[config.mk]
export PLATFORM = sky130hd
export DESIGN_NAME = pst_selftest
export DESIGN_NICKNAME = d
export VERILOG_FILES = /design/src/pst_pkg.sv /design/src/pst_mem_bank.sv /design/src/pst_selftest.sv
export SDC_FILE = /design/constraint.sdc
export NUM_CORES = 1
export LEC_CHECK = 0
export BUFFER_PORTS_ARGS = -buffer_cell sky130_fd_sc_hd__buf_4
export CAP_MARGIN = 20
export CORE_UTILIZATION = 35
export DETAILED_ROUTE_END_ITERATION = 7
export HOLD_SLACK_MARGIN = 0.02
export PLACE_DENSITY = 0.45
export REMOVE_ABC_BUFFERS = 1
export SKIP_CTS_REPAIR_TIMING = 1
export SLEW_MARGIN = 20
export SYNTH_ARGS = -nofsm -noshare
export SYNTH_HDL_FRONTEND = slang
export SYNTH_SLANG_ARGS = --single-unit
[constraint.sdc]
create_clock -name i_clock -period 8 [get_ports i_clock]
set_clock_uncertainty 0.15 [all_clocks]
set_input_delay 0.8 -clock i_clock [delete_from_list [all_inputs] [get_ports i_clock]]
set_output_delay 0.8 -clock i_clock [all_outputs]
set_load 0.02 [all_outputs]
[src/pst_pkg.sv]
// constants for the power-on self-test sequencer
package pst_pkg;
   localparam logic [15:0] SELFTEST_STATUS_ADDR = 16'h3020;
   localparam int unsigned DONE_BIT             = 7;
   localparam int unsigned MEM_PASS_BIT         = 6;
   localparam int unsigned LOGIC_PASS_BIT       = 5;
   localparam int unsigned MEM_RAN_BIT          = 1;
   localparam int unsigned LOGIC_RAN_BIT        = 0;
   localparam logic [7:0]  STATUS_RESET         = 8'h00;
   localparam logic [7:0]  IRQ_RESET            = 8'h00;
   // own registers for the interrupt plumbing
   localparam logic [15:0] IRQ_STATUS_ADDR      = 16'h3021;
   localparam logic [15:0] IRQ_MASK_ADDR        = 16'h3022;
   localparam int unsigned IRQ_DONE_BIT         = 0;
   localparam int unsigned IRQ_FAIL_BIT         = 1;
   // time limits
   localparam int unsigned CLK_MHZ              = 200;
   localparam int unsigned TEST_LIMIT_MS        = 10;
   localparam int unsigned TEST_LIMIT_CYC       = TEST_LIMIT_MS * 1000 * CLK_MHZ;
   // memory geometry under test
   localparam int unsigned MEM_COUNT            = 2;
   localparam int unsigned MEM_AW               = 6;
   localparam int unsigned MEM_DEPTH            = 64;
   localparam int unsigned LOGIC_BLOCKS         = 4;
   localparam int unsigned LFSR_STEPS           = 256;
   localparam logic [15:0] LFSR_SEED            = 16'hACE1;
   typedef enum logic [2:0] {PST_IDLE, PST_LOGIC, PST_MEM_WR, PST_MEM_RD, PST_DONE} pst_state_t;
endpackage

[src/pst_mem_bank.sv]
// small memory bank exercised by the memory self-test
module pst_mem_bank (
   // clock
   input  wire logic                          i_clock,
   // access
   input  wire logic                          i_we,
   input  wire logic [pst_pkg::MEM_AW-1:0]    i_addr,
   input  wire logic [7:0]                    i_wdata,
   output logic      [7:0]                    o_rdata
);
   logic [7:0] mem [pst_pkg::MEM_DEPTH];

   always_ff @(posedge i_clock)
   begin
      if (i_we)
      begin
         mem[i_addr] <= i_wdata;
      end
      o_rdata <= mem[i_addr];
   end
endmodule

[src/pst_selftest.sv]
// power-on self-test sequencer with read-only result register
// How it works
// - test starts itself after reset and its engines go idle when done.
// - an lfsr signature test covers logic, a march test covers memories.
// - whole test ends well under 10 ms; nothing can skip it.
// - no register bit configures or changes the test.
// - separate pass flags for logic test and memory test are kept.
// - o_bringup_ok rises on completion whatever the test outcome.
// - a pass flag needs every sub-block or memory to pass.
// - status bit 7 at 0x3020 reads one once the test completes.
// - bit 6 shows memory pass, bit 5 shows logic pass.
// - bit 1 shows memory test ran, bit 0 shows logic test ran.
//
// Chosen here: the plain strobed port.
module pst_selftest (
   // clock and reset
   input  wire logic        i_clock,
   input  wire logic        i_arst_n,
   // register port
   input  wire logic [15:0] i_addr,
   input  wire logic [7:0]  i_wdata,
   input  wire logic        i_wr,
   input  wire logic        i_rd,
   output logic      [7:0]  o_rdata,
   // system
   output logic             o_bringup_ok,
   output logic             o_test_active,
   output logic             o_irq
);
   pst_pkg::pst_state_t state_q;
   logic [15:0]         lfsr_q;
   logic [8:0]          step_q;
   logic [1:0]          blk_q;
   logic [pst_pkg::MEM_AW-1:0] maddr_q;
   logic                mem_sel_q;
   logic                rd_pend_q;
   logic                logic_ok_q;
   logic                mem_ok_q;
   logic                logic_ran_q;
   logic                mem_ran_q;
   logic                done_q;
   logic [7:0]          status_q;
   logic [1:0]          irq_stat_q;
   logic [1:0]          irq_mask_q;
   logic [7:0]          rdata_q;
   logic [31:0]         run_cnt_q;
   logic [7:0]          rdata0;
   logic [7:0]          rdata1;
   logic                we0;
   logic                we1;
   logic [7:0]          pattern;
   logic [1:0]          irq_ev;

   localparam logic [pst_pkg::MEM_AW-1:0] MEM_LAST   = '1;
   localparam logic [pst_pkg::MEM_AW-1:0] MEM_ONE    = {{(pst_pkg::MEM_AW-1){1'b0}}, 1'b1};
   localparam logic [1:0]                 IRQ_RESET2 = pst_pkg::IRQ_RESET[1:0];
   localparam logic [31:0]                STOP_CYC   = 32'(pst_pkg::TEST_LIMIT_CYC - 4);

   // fixed reference signature per logic sub-block; a fault skews the lfsr path
   function automatic logic [15:0] lfsr_next(input logic [15:0] v);
      lfsr_next = {v[14:0], v[15] ^ v[13] ^ v[12] ^ v[10]};
   endfunction

   function automatic logic [7:0] pat_of(input logic [pst_pkg::MEM_AW-1:0] a, input logic s);
      pat_of = {2'h0, a} ^ (s ? 8'hA5 : 8'h5A);
   endfunction

   function automatic logic [15:0] golden(input logic [1:0] b);
      logic [15:0] v;
      v = pst_pkg::LFSR_SEED ^ {14'h0000, b};
      for (int i = 0; i < pst_pkg::LFSR_STEPS; i++)
      begin
         v = lfsr_next(v);
      end
      golden = v;
   endfunction

   assign pattern = pat_of(maddr_q, mem_sel_q);
   assign we0     = (state_q == pst_pkg::PST_MEM_WR) && !mem_sel_q;
   assign we1     = (state_q == pst_pkg::PST_MEM_WR) && mem_sel_q;

   pst_mem_bank u_mem0 (
      .i_clock (i_clock),
      .i_we    (we0),
      .i_addr  (maddr_q),
      .i_wdata (pattern),
      .o_rdata (rdata0)
   );

   pst_mem_bank u_mem1 (
      .i_clock (i_clock),
      .i_we    (we1),
      .i_addr  (maddr_q),
      .i_wdata (pattern),
      .o_rdata (rdata1)
   );

   // sequencer: starts from reset with no trigger and no bypass
   always_ff @(posedge i_clock or negedge i_arst_n)
   begin
      if (!i_arst_n)
      begin
         state_q   <= pst_pkg::PST_LOGIC;
         step_q    <= 9'h000;
         blk_q     <= 2'h0;
         maddr_q   <= '0;
         mem_sel_q <= 1'b0;
         rd_pend_q <= 1'b0;
      end
      // a stalled engine cannot hold bring-up past the time budget
      else if (run_cnt_q == STOP_CYC)
      begin
         state_q <= pst_pkg::PST_DONE;
      end
      else
      begin
         case (state_q)
            pst_pkg::PST_LOGIC:
            begin
               if (step_q == 9'(pst_pkg::LFSR_STEPS))
               begin
                  step_q <= 9'h000;
                  blk_q  <= blk_q + 2'h1;
                  if (blk_q == 2'(pst_pkg::LOGIC_BLOCKS - 1))
                  begin
                     state_q <= pst_pkg::PST_MEM_WR;
                  end
               end
               else
               begin
                  step_q <= step_q + 9'h001;
               end
            end
            pst_pkg::PST_MEM_WR:
            begin
               maddr_q <= maddr_q + MEM_ONE;
               if (maddr_q == MEM_LAST)
               begin
                  state_q <= pst_pkg::PST_MEM_RD;
               end
            end
            pst_pkg::PST_MEM_RD:
            begin
               // one cycle read latency: compare follows the address by a cycle
               if (!rd_pend_q)
               begin
                  rd_pend_q <= 1'b1;
               end
               else
               begin
                  rd_pend_q <= 1'b0;
                  maddr_q   <= maddr_q + MEM_ONE;
                  if (maddr_q == MEM_LAST)
                  begin
                     if (mem_sel_q)
                     begin
                        state_q <= pst_pkg::PST_DONE;
                     end
                     else
                     begin
                        mem_sel_q <= 1'b1;
                        state_q   <= pst_pkg::PST_MEM_WR;
                     end
                  end
               end
            end
            pst_pkg::PST_DONE:
            begin
               state_q <= pst_pkg::PST_DONE;
            end
            default:
            begin
               state_q <= pst_pkg::PST_DONE;
            end
         endcase
      end
   end

   // logic signature engine, one lfsr run per sub-block
   always_ff @(posedge i_clock or negedge i_arst_n)
   begin
      if (!i_arst_n)
      begin
         lfsr_q <= pst_pkg::LFSR_SEED;
      end
      else if (state_q == pst_pkg::PST_LOGIC)
      begin
         if (step_q == 9'(pst_pkg::LFSR_STEPS))
         begin
            lfsr_q <= pst_pkg::LFSR_SEED ^ {14'h0000, blk_q + 2'h1};
         end
         else if (step_q == 9'h000)
         begin
            lfsr_q <= lfsr_next(pst_pkg::LFSR_SEED ^ {14'h0000, blk_q});
         end
         else
         begin
            lfsr_q <= lfsr_next(lfsr_q);
         end
      end
   end

   // result accumulation: any failing unit clears the pass flag of its own test
   always_ff @(posedge i_clock or negedge i_arst_n)
   begin
      if (!i_arst_n)
      begin
         logic_ok_q  <= 1'b1;
         mem_ok_q    <= 1'b1;
         logic_ran_q <= 1'b0;
         mem_ran_q   <= 1'b0;
      end
      else
      begin
         if (state_q == pst_pkg::PST_LOGIC && step_q == 9'(pst_pkg::LFSR_STEPS))
         begin
            logic_ran_q <= 1'b1;
            if (lfsr_q != golden(blk_q))
            begin
               logic_ok_q <= 1'b0;
            end
         end
         if (state_q == pst_pkg::PST_MEM_RD && rd_pend_q)
         begin
            mem_ran_q <= 1'b1;
            if ((mem_sel_q ? rdata1 : rdata0) != pattern)
            begin
               mem_ok_q <= 1'b0;
            end
         end
      end
   end

   // completion and status register; fields only appear once done
   always_ff @(posedge i_clock or negedge i_arst_n)
   begin
      if (!i_arst_n)
      begin
         done_q   <= 1'b0;
         status_q <= pst_pkg::STATUS_RESET;
      end
      else if (state_q == pst_pkg::PST_DONE && !done_q)
      begin
         done_q                            <= 1'b1;
         status_q                          <= 8'h00;
         status_q[pst_pkg::DONE_BIT]       <= 1'b1;
         status_q[pst_pkg::MEM_PASS_BIT]   <= mem_ok_q && mem_ran_q;
         status_q[pst_pkg::LOGIC_PASS_BIT] <= logic_ok_q && logic_ran_q;
         status_q[pst_pkg::MEM_RAN_BIT]    <= mem_ran_q;
         status_q[pst_pkg::LOGIC_RAN_BIT]  <= logic_ran_q;
      end
   end

   // watchdog on test length; stops a few cycles short so the closing stages still fit the budget
   always_ff @(posedge i_clock or negedge i_arst_n)
   begin
      if (!i_arst_n)
      begin
         run_cnt_q <= 32'h0000_0000;
      end
      else if (!done_q && run_cnt_q != STOP_CYC)
      begin
         run_cnt_q <= run_cnt_q + 32'h0000_0001;
      end
   end

   // interrupt status: done and fail events, write one to clear, set wins
   assign irq_ev[pst_pkg::IRQ_DONE_BIT] = state_q == pst_pkg::PST_DONE && !done_q;
   assign irq_ev[pst_pkg::IRQ_FAIL_BIT] = irq_ev[pst_pkg::IRQ_DONE_BIT] && !(mem_ok_q && logic_ok_q);

   always_ff @(posedge i_clock or negedge i_arst_n)
   begin
      if (!i_arst_n)
      begin
         irq_stat_q <= IRQ_RESET2;
         irq_mask_q <= IRQ_RESET2;
      end
      else
      begin
         if (i_wr && i_addr == pst_pkg::IRQ_MASK_ADDR)
         begin
            irq_mask_q <= i_wdata[1:0];
         end
         irq_stat_q <= (irq_stat_q & ~((i_wr && i_addr == pst_pkg::IRQ_STATUS_ADDR) ? i_wdata[1:0] : 2'h0)) | irq_ev;
      end
   end

   // read port; the self-test status is read-only, writes to it are ignored
   always_ff @(posedge i_clock or negedge i_arst_n)
   begin
      if (!i_arst_n)
      begin
         rdata_q <= 8'h00;
      end
      else if (i_rd)
      begin
         case (i_addr)
            pst_pkg::SELFTEST_STATUS_ADDR: rdata_q <= status_q;
            pst_pkg::IRQ_STATUS_ADDR:      rdata_q <= {6'h00, irq_stat_q};
            pst_pkg::IRQ_MASK_ADDR:        rdata_q <= {6'h00, irq_mask_q};
            default:                       rdata_q <= 8'h00;
         endcase
      end
      else
      begin
         rdata_q <= 8'h00;
      end
   end

   assign o_rdata       = rdata_q;
   assign o_bringup_ok  = done_q;
   assign o_test_active = !done_q && state_q != pst_pkg::PST_DONE;
   assign o_irq         = |(irq_stat_q & irq_mask_q);
endmodule

# == Word-level counts from Yosys, hierarchy flattened ==
# Memory sizes are Yosys's and may differ from the RTL's. A register that Yosys moved wholly into a read port is not among the register bits.
# Cells that the tools add are included.
# totals
register_bits,92
ram_bits,1024
inputBits,28
out_inout_bits,11
elab_cells,847
mem_count,2
# classes
add_sub_neg,4
eq_ne,21
muxes,23
n_bitwise,753
reduce_logical,27
# mem_list
memory,depth,word_bits,read_ports,rd_clocked_by_memory_dff,write_ports,line_no,text
u_mem0.mem,64,8,1,1,1,pst_mem_bank.sv:11,logic [7:0] mem [pst_pkg::MEM_DEPTH];
u_mem1.mem,64,8,1,1,1,pst_mem_bank.sv:11,
# ops
op,count
bitwise XOR 1 bit,745
"== test 16 x 14 -> 1 bit, second input constant",3
"adder 32 x 1 -> 32 bit, second input constant",1
"== test 32 x 21 -> 1 bit, second input constant",1
2-to-1 mux 16 bit,2
"inequality test 32 x 21 -> 1 bit, second input constant",1
2-to-1 mux 8 bit,3
case mux 8 bit (3 select lines),1
2-to-1 mux 3 bit,7
inequality test 16 bit,1
inverter 1 -> 8 bit,2
"inequality test 3 bit, second input constant",5
logical AND 1 bit,13
case mux 6 bit (2 select lines),1
"adder 9 x 1 -> 9 bit, second input constant",1
"== test 9 bit, second input constant",1
zero test 9 bit,1
2-to-1 mux 9 bit,1
case mux 3 bit (3 select lines),1
inequality test 8 bit,1
AND reduction 2 bit,4
bitwise XOR 6 x 8 -> 8 bit,1
"adder 6 x 1 -> 6 bit, second input constant",1
"== test 3 x 2 -> 1 bit, second input constant",2
20 further kinds,28

# == Longest topological paths before layout ==
# Gate-level depths: netlist (run 1).
# depth
ltp_word,59
depth_mapped,12
mapped_depth_nobuf,9

# == By module ==
# A second synthesis (run 1) with hierarchy kept.
# unflattened
cells_unflattened,2855
hier_area_um2,45782.7
# modules_own_cells
mod,n_inst,cells_each,area_per_inst_um2,seq_area_each_um2
pst_mem_bank,2,1171,20449.6,15534.9
pst_selftest,1,513,4883.4,2215.9

# == Worst setup path after synthesis (run 1) ==
# Ideal clock, no wire load.
# synth_path
kind,register to register
start,reg mem_sel_q
end,"mem u_mem0.mem[0][0], data pin"
setup_ps,866
t_arrival_ps,5916
t_required_ps,6984
path_slack_ps,1068
stages_incl_launch_ff,4
path_buffers,2
period_less_slack_ps,6932
path_cell_list,dfrtp_1 > clkbuf_1 > buf_1 > xor2_1
# synth_between
elab_chain_len,2
# synth_lines
item,line_no,text
from (decl),pst_selftest.sv:35,logic mem_sel_q;
from (signal assigned),pst_selftest.sv:107,mem_sel_q <= 1'b0;
from (signal assigned),pst_selftest.sv:161,mem_sel_q <= 1'b1;
2-to-1 mux 8 bit,pst_selftest.sv:65,"pat_of = {2'h0, a} ^ (s ? 8'hA5 : 8'h5A);"
bitwise XOR 6 x 8 -> 8 bit,pst_selftest.sv:65,
named net pattern[0],pst_selftest.sv:51,logic [7:0] pattern;
to (decl),pst_mem_bank.sv:11,
# The timed path passes the listed nets, and every way through them passes these cells.

# == Worst setup path after layout (run 1) ==
# layout_path
start,reg maddr_q[1] (netlist name)
end,mem u_mem0.mem[30][3] (enable)
# layout_rtl
item,line_no,text
from (decl),pst_selftest.sv:34,logic [pst_pkg::MEM_AW-1:0] maddr_q;
from (signal assigned),pst_selftest.sv:136,maddr_q <= maddr_q + MEM_ONE;
from (signal assigned),pst_selftest.sv:152,maddr_q <= maddr_q + MEM_ONE;
# Straight into the memory's write port.

==> results of run 1 <==
[placed cells by master, fill, tap and decap left out, types with 31 or more instances in the layout]
cell type	Yosys	final
edfxtp_1	1024	1024
nor2_1	263	260
clkbuf_16	0	134
mux2i_1	130	130
a21oi_1	128	128
a221oi_1	98	98
a22oi_1	96	96
nand2_1	91	91
buf_4	27	87
mux2_2	74	74
dfrtp_1	77	73
o21ai_0	71	71
o22ai_1	68	68
mux4_2	66	66
xnor2_1	57	54
clkbuf_1	82	32
nand3_1	31	31
[final cells by class]
class                   count  area [sq um]  share of cell area
clock buffers             171          3540              0.0693
clock inverters            60           483             0.00945
inverters                  19          73.8             0.00144
multi-input cells        1458         10900               0.214
flip-flops and latches   1128         33300               0.651
well taps                1662          2080              0.0407
repair buffers             91           718              0.0140
[sequential cells by signal, summed over array words and instances (netlist names)]
signal          flops
u_mem1.mem        512
status_q            4
logic_ok_q          1
step_q              9
state_q             3
maddr_q             6
u_mem0.o_rdata      8
lfsr_q             16
mem_sel_q           1
o_bringup_ok        1
irq_stat_q          2
blk_q               2
mem_ran_q           1
o_rdata             5
u_mem1.o_rdata      8
rd_pend_q           1
irq_mask_q          2
u_mem0.mem        512
run_cnt_q          32
logic_ran_q         1
mem_ok_q            1
[metal layers]
layer	track usage	vias up	part of all wire
met5	0	-	0.000098
met4	0.0563	2	0.023
met3	0.0385	191	0.069
met2	0.315	944	0.46
met1	0.288	13400	0.45
li1	-	11100	-
[power by group through the flow]
stage | Sequential, mW | Clock [mW] | Combinational [mW]
floorplan | 6.46 | 0 | 0.00309
global placement | 6.46 | 0 | 0.0216
detailed placement | 6.46 | 0 | 0.0220
CTS | 6.34 | 5.76 | 0.0221
global route | 6.33 | 5.97 | 0.0245
finish | 6.34 | 5.64 | 0.0215
[synthesized netlist by cell type, types with 18 or more instances]
master / instances
a21oi_1: 128
a221oi_1: 98
a22o_1: 30
a22oi_1: 96
buf_2: 53
buf_4: 27
clkbuf_1: 82
dfrtp_1: 77
edfxtp_1: 1024
inv_1: 18
mux2_2: 74
mux2i_1: 130
mux4_2: 66
nand2_1: 91
nand2b_1: 19
nand3_1: 31
nor2_1: 263
nor2b_1: 19
o21ai_0: 71
o22ai_1: 68
xnor2_1: 57
xor2_1: 21
[final timing paths]
kind	endpoint	depth (start not counted)	start	slack (ns)
max	u_mem0.mem[30][3]	5	maddr_q[1]	3.49
min	o_rdata[6]	2	i_addr[1]	0.12
max reg2reg	u_mem0.mem[30][3]	5	maddr_q[1]	3.49
min reg2reg	lfsr_q[7]	2	lfsr_q[7]	0.32
max in group asynchronous	mem_sel_q	3	i_arst_n	6.05
min in group asynchronous	run_cnt_q[11]	2	i_arst_n	0.37
[through the flow]
| stage | hold slack (ns) | cell area, sq um |
|---|---|---|
| final | 0.117 | 51100 |
| after global routing | 0.0923 | 51100 |
| after CTS | -0.225 | 51100 |
| after detailed placement | 0.314 | 47100 |
| after global placement | 0.302 | 47100 |
| after floorplan | 0.288 | 44100 |
[logic make-up after synthesis]
logic type	share of synthesized area
fa+ha+maj	0.00361
compound gates	0.0846
mux	0.0810
xor+xnor	0.0152
buf+inv	0.0216
flops	0.739
other cells	0.0000833
simple gates	0.0547
==> impl_metrics.toml, run 1 <==
[outcome]
outcome = "finished, final reports clean"

[critical_path]
crit_arrival_ns = 4.70
cp_data_required_time_ns = 8.20
end_kind = "register"
start_kind = "register"
path_class = "register to register"
critPathMaxFanout = 38
crit_path_frequent_cell = "buf_4"
worst_path_largest_cell_delay_ns = 0.92
critPathBufInv = 2
path_cells = "buf_4 > nor2b_4 > buf_4 > nand2_1 > nor2_1"
slowest_stage = "nor2_1"
cp_top_family = "simple AND/OR/NAND/NOR gates"

[global_routing]
grt_start_max_net_pins = 106
grt_pass1_wl_microns = 189000
grt_pass1_vias = 25600
grt.total_usage = 0.202
overflow = 0
antenna_found_initial = 5

[sta]
setup_viol = 0
drv_slew = 0
layout_min_cycle_time_ns = 4.51
rsz0062_at_grt = "no"
hold_viol = 0
fin_crit_sh = 0.563
tightest_slew_ns = 1.20
max_freq_ghz = 0.222
tns_ns = 0
worst_slack_ns = 3.49
slew_headroom = 0.195

[power]
fin_total_pwr_mw = 12.0
sw_frac_of_total = 0.197
p_clk_frac = 0.470
internal_power_mw = 9.63
power_density_nw_per_um2 = 235
pwr-share-seq = 0.528
combinationalPowerShare = 0.002
switchingPower_mw = 2.37
peakVddDrop_mv = 0.205
p_leak_nw = 16.6

[route]
routed-via-count = 25600
avgViaCountPerCell = 5.59
post_drt_wl_per_cell_microns = 28.9
routed_wl_microns = 133000
dr.pass1.iters = 5
drc = 0
final_antenna_net_count = 0
drtIter0Drc = 2889

[placement]
routabilityCongestion = 0.831
pre_cts_slack_ns = 3.54
post-place-cells = 4356
place.detailed.hpwl_microns = 78000
portBuffers = 29

[final_layout]
syn2layout_area_growth_pct = 13.5
diodes = 0
final_core_util = 0.401
n_fill_cell = 11600
final_cell_count_no_fill = 4589
fin_nets = 2869
drive_above_1_share = 0.156

[floorplanning]
die_h_microns = 361
io_pins = 39
fp-row-count = 131
core-area_sq_um = 128000
start_util = 0.353
die-area_sq_um = 130000
chipWidth_microns = 361

[cts]
clock_sinks = 1128
cts_buffer_depth = 3
cts_tree = "yes"
cts_root_buffer = "clkbuf_16"
cts_buffers = 130
htreeDepth = 4
clk_latency_ns = 0.74
cts.clk_slew.worst_paths_ns = 0.06

[yosys]
yosys.area.top_type = "edfxtp_1"
yosys_warnings = 0
synthArstFlopShare = 0.0780
syn_avg_cell_area_sq_um = 16.2
ys_seq_area_frac = 0.739
synth_edf_count = 1024
yosysUniqueCellTypes = 71
synth.cell_area_sq_um = 45000
syn_inst = 2781
synth_area_leaders = "edfxtp_1, dfrtp_1, mux4_2"
synth-seq-cells = 1128
ys.flop_type = "edfxtp_1"
netlist.area_leader.share = 0.683

[job]
drv_cap = 0

[worst_hold_path]
holdCritPathClass = "input port to register"
Note: power is estimated with default switching activity, not from simulation.
==> run 2: changes to the inputs <==
ABC_AREA = 1   (was unset)
clock period = 4.24 ns   (was 8 ns; I/O delays follow)
==> run 2 against run 1 <==
Compared with the run above:
- setup slack lost 2.6 ns
- count of clock-buffer cells in the layout shrank 22
- die area shrank 1.1%
- largest cell class unchanged
- first-iteration DRC count shrank 22%
- critical path depth grew 3
- final area grew 1.6%
- non-clock buffer count grew 164
==> impl_metrics.toml, run 2 <==
[outcome]
outcome = "finished, final reports clean"

[cts]
cts.clk_slew.worst_paths_ns = 0.06
cts_tree = "yes"
htreeDepth = 3
cts_buffers = 121
cts_buffer_depth = 3
cts_root_buffer = "clkbuf_16"
clk_latency_ns = 0.76
clock_sinks = 1128

[yosys]
synth_edf_count = 1024
yosysUniqueCellTypes = 55
synth.cell_area_sq_um = 44500
syn_inst = 3217
yosys_warnings = 0
synth_area_leaders = "edfxtp_1, nand2_1, dfrtp_1"
synthMostInstantiatedCell = "edfxtp_1"
synth-seq-cells = 1128
netlist.area_leader.share = 0.690
synthArstFlopShare = 0.0780
ys_seq_area_frac = 0.747
syn_avg_cell_area_sq_um = 13.8
yosys.area.top_type = "edfxtp_1"
ys.flop_type = "edfxtp_1"
yosys-top-cells-count = "edfxtp_1, nand2_1, a22oi_1"

[critical_path]
cp_data_required_time_ns = 4.72
path_class = "register to register"
slowest_stage = "dfrtp_1"
worst_path_largest_cell_delay_ns = 0.84
critPathMaxFanout = 45
path_cells = "inv_4 > nand3_4 > inv_4 > buf_12 > a22o_1 > o31ai_1 > nand4_1 > or2_1"
crit_arrival_ns = 3.86
end_kind = "register"
crit_path_frequent_cell = "inv_4"
start_kind = "register"

[placement]
pre_cts_slack_ns = 0.923
routabilityCongestion = 0.826
place.detailed.hpwl_microns = 73500
portBuffers = 29
postPlaceCellArea_sq_um = 48000

[power]
combinationalPowerShare = 0.002
power_density_nw_per_um2 = 430
p_clk_frac = 0.462
p_leak_nw = 17.9
switchingPower_mw = 4.41
sw_frac_of_total = 0.198
pwr-share-seq = 0.536
internal_power_mw = 17.9
peakVddDrop_mv = 0.317

[global_routing]
grt_pass1_wl_microns = 186000
grt_pass1_vias = 27600
grt.total_usage = 0.197
antenna_found_initial = 0
grt_start_max_net_pins = 129
overflow = 0

[sta]
hold_viol = 0
setup_viol = 0
layout_min_cycle_time_ns = 3.38
fin_crit_sh = 0.796
tightest_slew_ns = 1.08
max_freq_ghz = 0.296
drv_slew = 0
whs_ns = 0.0265
worst_slack_ns = 0.864
rsz0062_at_grt = "no"
slew_headroom = 0.279

[floorplanning]
core-area_sq_um = 126000
die_h_microns = 359
die-area_sq_um = 129000
chipWidth_microns = 359
start_util = 0.354
fp-row-count = 130
io_pins = 39

[route]
dr.pass1.iters = 5
routed_wl_microns = 126000
final_antenna_net_count = 0
avgViaCountPerCell = 5.27
drtIter0Drc = 2246
routed-via-count = 27300
post_drt_wl_per_cell_microns = 24.4
drc = 0

[final_layout]
drive_above_1_share = 0.145
final_common_cell = "edfxtp_1"
fin_area_sq_um = 51900
n_fill_cell = 11600
diodes = 0
largestRegisters = "u_mem0.mem: 512 flops, u_mem1.mem: 512 flops, run_cnt_q: 32 flops"
multi_input_area_sq_um = 9930
regArea_sq_um = 33300
fin_nets = 3471
syn2layout_area_growth_pct = 16.6
final_cell_mix = "edfxtp_1, nand2_1, buf_4"

[job]
drv_cap = 0

[worst_hold_path]
holdCritPathClass = "input port to register"
-- run 2: changes by cell type after synthesis, moves of 116 or more --
cell and delta:
mux2i_1 -130, nor3_1 +142, nand4_1 +131, nor2_1 -184, nand2_1 +626, inv_1 +116
-- run 2: power groups by stage --
stage | clock (mW) | sequential [mW] | combinational, mW
after global routing | 11.0 | 11.9 | 0.0504
after global placement | 0 | 12.2 | 0.0392
after detailed placement | 0 | 12.2 | 0.0403
after floorplan | 0 | 12.2 | 0.00523
final | 10.3 | 12.0 | 0.0442
after CTS | 10.6 | 12.0 | 0.0406
-- run 2: cell families after synthesis --
family | share of synthesized area
buffers and inverters | 0.0322
DFF | 0.747
AOI/OAI and AO/OA | 0.0806
and+or+nand+nor | 0.125
xor gates and xnor gates | 0.0108
other | 0.0000842
adders and majority gates | 0.00365
-- run 2: routing by layer --
layer  track usage  up-vias  share of wire
li1              -    12500              -
met1         0.270    14000           0.45
met2         0.328      632           0.48
met3        0.0291      172          0.046
met4        0.0459        0          0.021
met5             0        -              0
-- run 2: layout make-up --
| type | instances | share of cell area |
|---|---|---|
| Inverter | 156 | 0.0119 |
| Multi-Input combinational cell | 1768 | 0.191 |
| Sequential cell | 1128 | 0.641 |
| Timing Repair Buffer | 255 | 0.0420 |
| Clock inverter | 69 | 0.0136 |
| Clock buffer | 149 | 0.0607 |
| Tap cell | 1650 | 0.0397 |
-- run 2: worst paths after layout --
check	from	end	slack [ns]	cells after the start
worst min-delay path	i_addr[2]	irq_stat_q[0]	0.03	6
worst max-delay path	maddr_q[0]	u_mem0.o_rdata[1]	0.86	8
max in group asynchronous	i_arst_n	lfsr_q[0]	2.76	3
min in group asynchronous	i_arst_n	run_cnt_q[0]	0.23	2
worst max register to register	maddr_q[0]	u_mem0.o_rdata[1]	0.86	8
worst min register to register	mem_ran_q	mem_ran_q	0.32	1
-- run 2: critical path: cells and delay by family (launching register included) --
kind	cells	cell delay, ns
AO/OA/AOI/OAI	2	0.81
flip-flops	1	0.84
AND/OR/NAND/NOR	3	0.69
buffers and inverters	3	0.74
-- run 2: per-stage QoR --
stage | util | power [mW] | std cells | setup TNS, ns
6_report | 0.413 | 22.3 | 5175 | 0
3_5_place_dp | 0.381 | 12.2 | 4946 | 0
3_3_place_gp | 0.381 | 12.2 | 4946 | 0
5_1_grt | 0.413 | 23.0 | 5175 | 0
4_1_cts | 0.412 | 22.6 | 5164 | 0
2_1_floorplan | - | 12.2 | 3052 | -3916.15
